## src/design/psx_map.vh

```
`ifndef PSX_MAP_VH
`define PSX_MAP_VH
// Register byte offsets.
`define PSX_OPT_OFS        12'h000
`define PSX_STAT_OFS       12'h004
// Option register field positions.
`define PSX_TXME_BIT       0
`define PSX_RXCE_BIT       1
`define PSX_RXFE_BIT       2
`define PSX_T0IC_BIT       3
`define PSX_CTRG_BIT       4
`define PSX_ACSEL_BIT      5
`define PSX_SYNC_BIT       6
`define PSX_ADSEL_LSB      8
`define PSX_ADSEL_MSB      10
`define PSX_OPT_MASK       32'h0000073F
`define PSX_OPT_RESET      32'h00000000
// Converter trigger codes.
`define PSX_AD_RTC         3'h0
`define PSX_AD_T0INIT      3'h1
`define PSX_AD_T2INIT      3'h2
`define PSX_AD_T2MATCH     3'h3
`define PSX_AD_PER0        3'h4
`define PSX_AD_PER1        3'h5
`define PSX_AD_CMP0        3'h6
`define PSX_AD_CMP1        3'h7
`endif

```

## src/design/psx_crossconnect.v

```verilog
// Register access over APB and the address map were decided locally.
`timescale 1ns/10ps
`include "psx_map.vh"
module psx_crossconnect
(
   // APB slave
   input  wire        pclk,
   input  wire        presetn,
   input  wire        psel,
   input  wire        penable,
   input  wire        pwrite,
   input  wire [11:0] paddr,
   input  wire [31:0] pwdata,
   output reg  [31:0] prdata,
   output reg         pready,
   output reg         pslverr,
   // Serial port 0
   input  wire        uart_txd,
   output reg         uart_rxd,
   // Pins
   input  wire        rx_pin,
   output reg         tx_pin,
   output reg         t0ch0_pin_release,
   output reg         t0ch1_pin_release,
   // Timer 0
   input  wire        t0_ch0_out,
   output reg         t0_ch0_in,
   output reg         t0_ch1_in,
   input  wire        t0_ch0_pin_in,
   input  wire        t0_ch1_pin_in,
   input  wire        t0_init_trg,
   // Timer 2
   input  wire        t2_init_trg,
   input  wire        t2_match_trg,
   output reg         t2_cmp_trigger,
   output reg         t2_soft_trigger,
   // Comparators, counter overflow and periodic timers
   input  wire        cmp0_out,
   input  wire        cmp1_out,
   input  wire        rtc_ovf,
   input  wire        pit0_ovf,
   input  wire        pit1_ovf,
   output reg         conv_trigger
);

   reg  [31:0] opt_ff;
   reg  [31:0] nxt_opt;
   reg  [1:0]  rx_sync_ff;
   reg  [1:0]  c0_sync_ff;
   reg  [1:0]  c1_sync_ff;
   reg  [1:0]  p0_sync_ff;
   reg  [1:0]  p1_sync_ff;
   wire        acc;
   wire        wr;
   wire        hit_opt;
   wire        hit_stat;
   wire        tx_mod_en;
   wire        rx_cap_en;
   wire        rx_flt_en;
   wire        t0ic_sel;
   wire        trg_en;
   wire        cmp_sel;
   wire [2:0]  ad_sel;
   wire        cmp_pick;
   reg         ad_src;

   // One decode serves the write path, the read path and the error flag.
   // Keeping it in one place stops the three from drifting apart.
   function addr_hit;
      input [11:0] addr;
      input [11:0] ofs;
      begin
         addr_hit = (addr == ofs);
      end
   endfunction

   assign acc      = psel & penable;
   assign wr       = acc & pwrite;
   assign hit_opt  = addr_hit(paddr, `PSX_OPT_OFS);
   assign hit_stat = addr_hit(paddr, `PSX_STAT_OFS);

   assign tx_mod_en = opt_ff[`PSX_TXME_BIT];
   assign rx_cap_en = opt_ff[`PSX_RXCE_BIT];
   assign rx_flt_en = opt_ff[`PSX_RXFE_BIT];
   assign t0ic_sel  = opt_ff[`PSX_T0IC_BIT];
   assign trg_en    = opt_ff[`PSX_CTRG_BIT];
   assign cmp_sel   = opt_ff[`PSX_ACSEL_BIT];
   assign ad_sel    = opt_ff[`PSX_ADSEL_MSB:`PSX_ADSEL_LSB];
   assign cmp_pick  = cmp_sel ? c1_sync_ff[1] : c0_sync_ff[1];

   always @*
   begin
      nxt_opt = opt_ff;
      if (wr && hit_opt)
      begin
         // Sync bit is never stored so it always reads zero.
         nxt_opt = pwdata & `PSX_OPT_MASK;
         nxt_opt[`PSX_SYNC_BIT] = 1'b0;
      end
   end

   always @*
   begin
      case (ad_sel)
         `PSX_AD_RTC:     ad_src = rtc_ovf;
         `PSX_AD_T0INIT:  ad_src = t0_init_trg;
         `PSX_AD_T2INIT:  ad_src = t2_init_trg;
         `PSX_AD_T2MATCH: ad_src = t2_match_trg;
         `PSX_AD_PER0:    ad_src = p0_sync_ff[1];
         `PSX_AD_PER1:    ad_src = p1_sync_ff[1];
         `PSX_AD_CMP0:    ad_src = c0_sync_ff[1];
         default:         ad_src = c1_sync_ff[1];
      endcase
   end

   always @(posedge pclk or negedge presetn)
   begin
      if (!presetn)
         opt_ff <= `PSX_OPT_RESET;
      else
         opt_ff <= nxt_opt;
   end

   // Response flags come from flops, so no pin sees a decode glitch.
   // The slave is not ready in reset; after it every access is zero-wait.
   // Unmapped addresses raise an error but never hang the bus.
   always @(posedge pclk or negedge presetn)
   begin
      if (!presetn)
      begin
         pready  <= 1'b0;
         pslverr <= 1'b0;
      end
      else
      begin
         pready <= 1'b1;
         if (psel && !penable)
            pslverr <= ~hit_opt & ~hit_stat;
         else
            pslverr <= 1'b0;
      end
   end

   // The receive pin, both comparators and both periodic timer overflows pass two flops first.
   // The receive line resets high so the receiver sees an idle line.
   always @(posedge pclk or negedge presetn)
   begin
      if (!presetn)
      begin
         rx_sync_ff <= 2'h3;
         c0_sync_ff <= 2'h0;
         c1_sync_ff <= 2'h0;
         p0_sync_ff <= 2'h0;
         p1_sync_ff <= 2'h0;
      end
      else
      begin
         rx_sync_ff <= {rx_sync_ff[0], rx_pin};
         c0_sync_ff <= {c0_sync_ff[0], cmp0_out};
         c1_sync_ff <= {c1_sync_ff[0], cmp1_out};
         p0_sync_ff <= {p0_sync_ff[0], pit0_ovf};
         p1_sync_ff <= {p1_sync_ff[0], pit1_ovf};
      end
   end

   // Read data is latched in setup and held until the next read.
   always @(posedge pclk or negedge presetn)
   begin
      if (!presetn)
         prdata <= 32'h00000000;
      else if (psel && !penable && !pwrite)
      begin
         if (hit_opt)
            prdata <= opt_ff;
         else if (hit_stat)
            prdata <= {29'h0, rx_sync_ff[1], c1_sync_ff[1],
                       c0_sync_ff[1]};
         else
            prdata <= 32'h00000000;
      end
   end

   // Transmit path; the pin resets high, the idle level of the line.
   always @(posedge pclk or negedge presetn)
   begin
      if (!presetn)
      begin
         tx_pin            <= 1'b1;
         t0ch0_pin_release <= 1'b0;
      end
      else
      begin
         if (tx_mod_en)
            tx_pin <= uart_txd & t0_ch0_out;
         else
            tx_pin <= uart_txd;
         t0ch0_pin_release <= tx_mod_en | t0ic_sel;
      end
   end

   // Receive path; it also resets to the idle high level.
   // The comparator output here is already through its synchroniser.
   always @(posedge pclk or negedge presetn)
   begin
      if (!presetn)
         uart_rxd <= 1'b1;
      else
      begin
         if (rx_flt_en)
            uart_rxd <= cmp_pick;
         else
            uart_rxd <= rx_sync_ff[1];
      end
   end

   // Channel 1 follows whatever the receiver gets, filtered or not.
   always @(posedge pclk or negedge presetn)
   begin
      if (!presetn)
      begin
         t0_ch1_in         <= 1'b0;
         t0ch1_pin_release <= 1'b0;
      end
      else
      begin
         if (rx_cap_en)
         begin
            t0_ch1_in         <= rx_flt_en ? cmp_pick : rx_sync_ff[1];
            t0ch1_pin_release <= 1'b1;
         end
         else
         begin
            t0_ch1_in         <= t0_ch1_pin_in;
            t0ch1_pin_release <= 1'b0;
         end
      end
   end

   // Comparator and counter overflow are ORed, so either one captures.
   // Software that wants only one source must keep the other quiet.
   always @(posedge pclk or negedge presetn)
   begin
      if (!presetn)
         t0_ch0_in <= 1'b0;
      else
      begin
         if (t0ic_sel)
            t0_ch0_in <= cmp_pick | rtc_ovf;
         else
            t0_ch0_in <= t0_ch0_pin_in;
      end
   end

   // Triggers are registered: one cycle after a direct source, three after a comparator or periodic timer input.
   // A one written to the sync bit gives a single-cycle pulse.
   always @(posedge pclk or negedge presetn)
   begin
      if (!presetn)
      begin
         t2_cmp_trigger  <= 1'b0;
         t2_soft_trigger <= 1'b0;
         conv_trigger    <= 1'b0;
      end
      else
      begin
         t2_cmp_trigger  <= trg_en & cmp_pick;
         t2_soft_trigger <= wr & hit_opt & pwdata[`PSX_SYNC_BIT];
         conv_trigger    <= ad_src;
      end
   end

endmodule

```

## config.mk

```make
export PLATFORM = sky130hd
export DESIGN_NAME = psx_crossconnect
export DESIGN_NICKNAME = d
export VERILOG_FILES = /design/src/design/psx_crossconnect.v
export VERILOG_INCLUDE_DIRS = /design/src /design/src/design
export SDC_FILE = /design/constraint.sdc
export NUM_CORES = 1
export LEC_CHECK = 0
export CAP_MARGIN = 10
export CORE_MARGIN = 5
export CORE_UTILIZATION = 46
export DETAILED_ROUTE_END_ITERATION = 12
export DONT_BUFFER_PORTS = 1
export PLACE_DENSITY = 0.67
export SLEW_MARGIN = 20
export SYNTH_ARGS = -nofsm -noshare
export SYNTH_HDL_FRONTEND = slang
export SYNTH_SLANG_ARGS = --single-unit
export TNS_END_PERCENT = 5
```

## constraint.sdc

```tcl
create_clock -name pclk -period 1.5 [get_ports pclk]
set_input_delay 0.225 -clock pclk [delete_from_list [all_inputs] [get_ports pclk]]
set_output_delay 0.225 -clock pclk [all_outputs]
set_load 0.01 [all_outputs]
```

==> reports/metrics.csv <==
stage,metric,value,unit
clock_network,path_clk_slew,0.12,ns
power,p_total,1.936,mW
worst_setup_path,path_max_fanout,4,
clock_network,cts_tree,built,
routing,drt_iter0_drc,28,
worst_setup_path,crit_path_start_kind,flip-flop,
min_path,min_from,pwdata[0],
timing,clock.fmax,0.7434,GHz
worst_setup_path,slowest_delay,0.52,ns
routing,vias_per_cell,4.926,
routing,routedWlPerCell,17.02,um
worst_setup_path,path_buf_inv,0,
clock_network,clk_latency,0.35,ns
floorplan,die_w,70.17,um
power,power_leakage,0.9079,nW
routing,vias,931,
timing,skew,0.009446,ns
worst_setup_path,cp-end-kind,flip-flop,
logic_synthesis,postSynthAreaPerCell,14.11,sq um
global_route,gr-usage-all-layers,0.1323,
final_layout,drive_gt1_frac,0.2378,
final_layout,n_fill_cell,296,
power,ir_drop,0.6713,mV
global_route,grt_max_degree,40,
status,status,"finished, final reports clean",
min_path,whs_endpoint,opt_ff[0]$_DFFE_PN0P_,
routing,wl,3216,um
logic_synthesis,async_flop_share,1.000,
clock_network,root_buffer,clkbuf_4,
clock_network,numCtsBuffers,5,
global_route,grt_pass1_vias,933,
routing,drc,0,
worst_setup_path,r2r_slack,0.15,ns
final_layout,area_delta_synth_final,14.73,%
floorplan,core,3416,sq um
logic_synthesis,synthTopCellsByArea,"dfrtp_1 53%, buf_4 11%, mux2_2 7.4%, dfstp_2 6.3%, a22o_1 3.2%",
worst_setup_path,rr_startpoint,opt_ff[8]$_DFFE_PN0P_,
logic_synthesis,yosysTopAreaCellShare,0.5259,
timing,period_needed,1.345,ns
run,cap_violations,0,
global_route,grt-busiest-layer,met2,
logic_synthesis,synth_edf_count,0,
power,p_per_area,1014,nW/um^2
global_route,grt_pass1_wl,4830,um
placement,port-buffer-count,0,
timing,finalSetupViolCount,0,
logic_synthesis,synth_seq_area_share,0.5890,
logic_synthesis,synth.largest_area_cell,dfrtp_1,
placement,hpwlAfterDp,2260,um
routing,first_pass_iters,4,
clock_network,htreeDepth,2,
global_route,antenna_found_initial,0,
floorplan,die_area,4924,sq um
floorplan,num_rows,21,
min_path,worstHoldPathCells,1,
worst_setup_path,path_cells,mux4_2 > mux2_2,
global_route,met3_usage,0.06887,
logic_synthesis,netlist_instances,118,
timing,fin_crit_sh,0.8968,
timing,tns,0,ns
worst_setup_path,timing.rr.end,conv_trigger$_DFF_PN0_,
logic_synthesis,yosysWarnings,0,
worst_setup_path,cp.required,1.74,ns
global_route,grt_use_met1,0.1345,
clock_network,max-clock-path-buffers,2,
worst_setup_path,path_delay_family,multiplexers,
min_path,hold_path_class,input pin to flip-flop,
logic_synthesis,ys.flop_type,dfrtp_1,
timing,hold_viol,0,
timing,slew_violations,0,
worst_setup_path,slowest_stage,mux4_2,
floorplan,start_util,0.4875,
global_route,use_met2,0.2193,
timing,rsz0062_at_grt,false,
routing,antenna_left,0,
worst_setup_path,critPathArrivalTime,1.58,ns
clock_network,clock_sinks,39,
final_layout,fin_nets,204,
worst_setup_path,reg2reg_depth,2,
global_route,overflow,0,
final_layout,num_antenna_cells,0,
logic_synthesis,yosysUniqueCellTypes,29,
logic_synthesis,synth.cell_area,1665,sq um
logic_synthesis,synth-seq-cells,39,
placement,gp_congestion,0.7806,
floorplan,die_h,70.17,um
floorplan,io_pins,105,
worst_setup_path,critPathKind,flip-flop to flip-flop,
## routing by layer
metal | wire [um] | up-vias | share of wire
li1 | - | 413 | -
met5 | 0 | - | 0
met4 | 48 | 0 | 0.015
met1 | 1078 | 446 | 0.34
met3 | 412 | 5 | 0.13
met2 | 1676 | 67 | 0.52
## kinds of logic after synthesis
kind of cell    synth area share
compound gates           0.05635
buf+inv                   0.1247
flops                     0.5890
mux                       0.1255
other cells             0.004510
simple gates             0.09993
## layout make-up
cell class | count | area (sq um) | share of cell area
Clock inverter | 3 | 46.29 | 0.02423
Sequential cell | 39 | 980.9 | 0.5134
Multi-Input combinational cell | 72 | 559.3 | 0.2927
Timing Repair Buffer | 21 | 217.7 | 0.1139
Tap cell | 46 | 57.56 | 0.03012
Inverter | 3 | 11.26 | 0.005894
Clock buffer | 5 | 37.54 | 0.01965
## registers in the layout (all words and copies together), names as in the netlist, 2 cells and up
signal      cells
rx_sync_ff      2
p0_sync_ff      2
p1_sync_ff      2
prdata          9
c1_sync_ff      2
opt_ff          9
c0_sync_ff      2
## Yosys cell counts, drive strengths merged (2+ instances only)
library cell / number
mux2i: 4
conb: 2
nand4: 2
dfrtp: 35
nor2: 3
mux4: 2
dfstp: 4
buf: 26
nor4: 2
nand2: 3
inv: 3
mux2: 11
a22o: 6
o31ai: 3
## per-stage QoR
stage / instance area, sq um / setup WS [ns] / util / hold slack [ns] / cells
finish: 1911 / 0.1548 / 0.5593 / 0.02463 / 189
global route: 1911 / 0.08328 / 0.5593 / 0.002330 / 189
CTS: 1871 / 0.1522 / 0.5476 / 0.0003852 / 185
detailed placement: 1617 / 0.1311 / 0.4733 / -0.06964 / 161
global placement: 1617 / 0.1648 / 0.4733 / -0.06966 / 161
floorplan: 1748 / 0.2330 / - / -0.07059 / 140
## where the power goes
part | total [mW] | switching, mW | internal, mW
Sequential | 1.09 | 0.0149 | 1.08
Clock | 0.713 | 0.357 | 0.356
Combinational | 0.129 | 0.0702 | 0.0593
## how the worst max path moves through the flow
stage / from / endpoint / cells after the start
after floorplan: opt_ff[8]$_DFFE_PN0P_ / conv_trigger$_DFF_PN0_ / 2
after global placement: paddr[4] / opt_ff[10]$_DFFE_PN0P_ / 3
after detailed placement: paddr[4] / opt_ff[9]$_DFFE_PN0P_ / 3
after CTS: opt_ff[8]$_DFFE_PN0P_ / conv_trigger$_DFF_PN0_ / 2
after global routing: opt_ff[8]$_DFFE_PN0P_ / conv_trigger$_DFF_PN0_ / 2
final: opt_ff[8]$_DFFE_PN0P_ / conv_trigger$_DFF_PN0_ / 2
## placed cells by master (no fill, tap or decap)
cell type,n
nand4_4,1
buf_4,1
and4_2,1
bufinv_16,1
and3b_1,1
clkbuf_4,5
and4b_1,1
dfstp_2,4
nor4_4,2
a21boi_0,1
dlygate4sd3_1,19
inv_6,1
or2_2,1
inv_1,3
a21oi_1,1
a31oi_1,1
conb_1,24
mux2_2,11
mux4_2,2
nor2b_1,1
nor3_2,1
nand2_1,3
nand4_1,1
nor2_1,3
nor4b_1,1
o31ai_1,3
clkinvlp_4,1
nand3_1,1
buf_12,1
a22o_1,6
or3b_2,1
dfrtp_1,35
mux2i_1,4
## timing repair
item	4_1_cts	5_1_grt
buffers inserted	0	0
endpoints found under the hold margin	52	4
hold buffers	16	4
resized for setup	0	0
No activity file was read; power rests on OpenSTA's default activity.
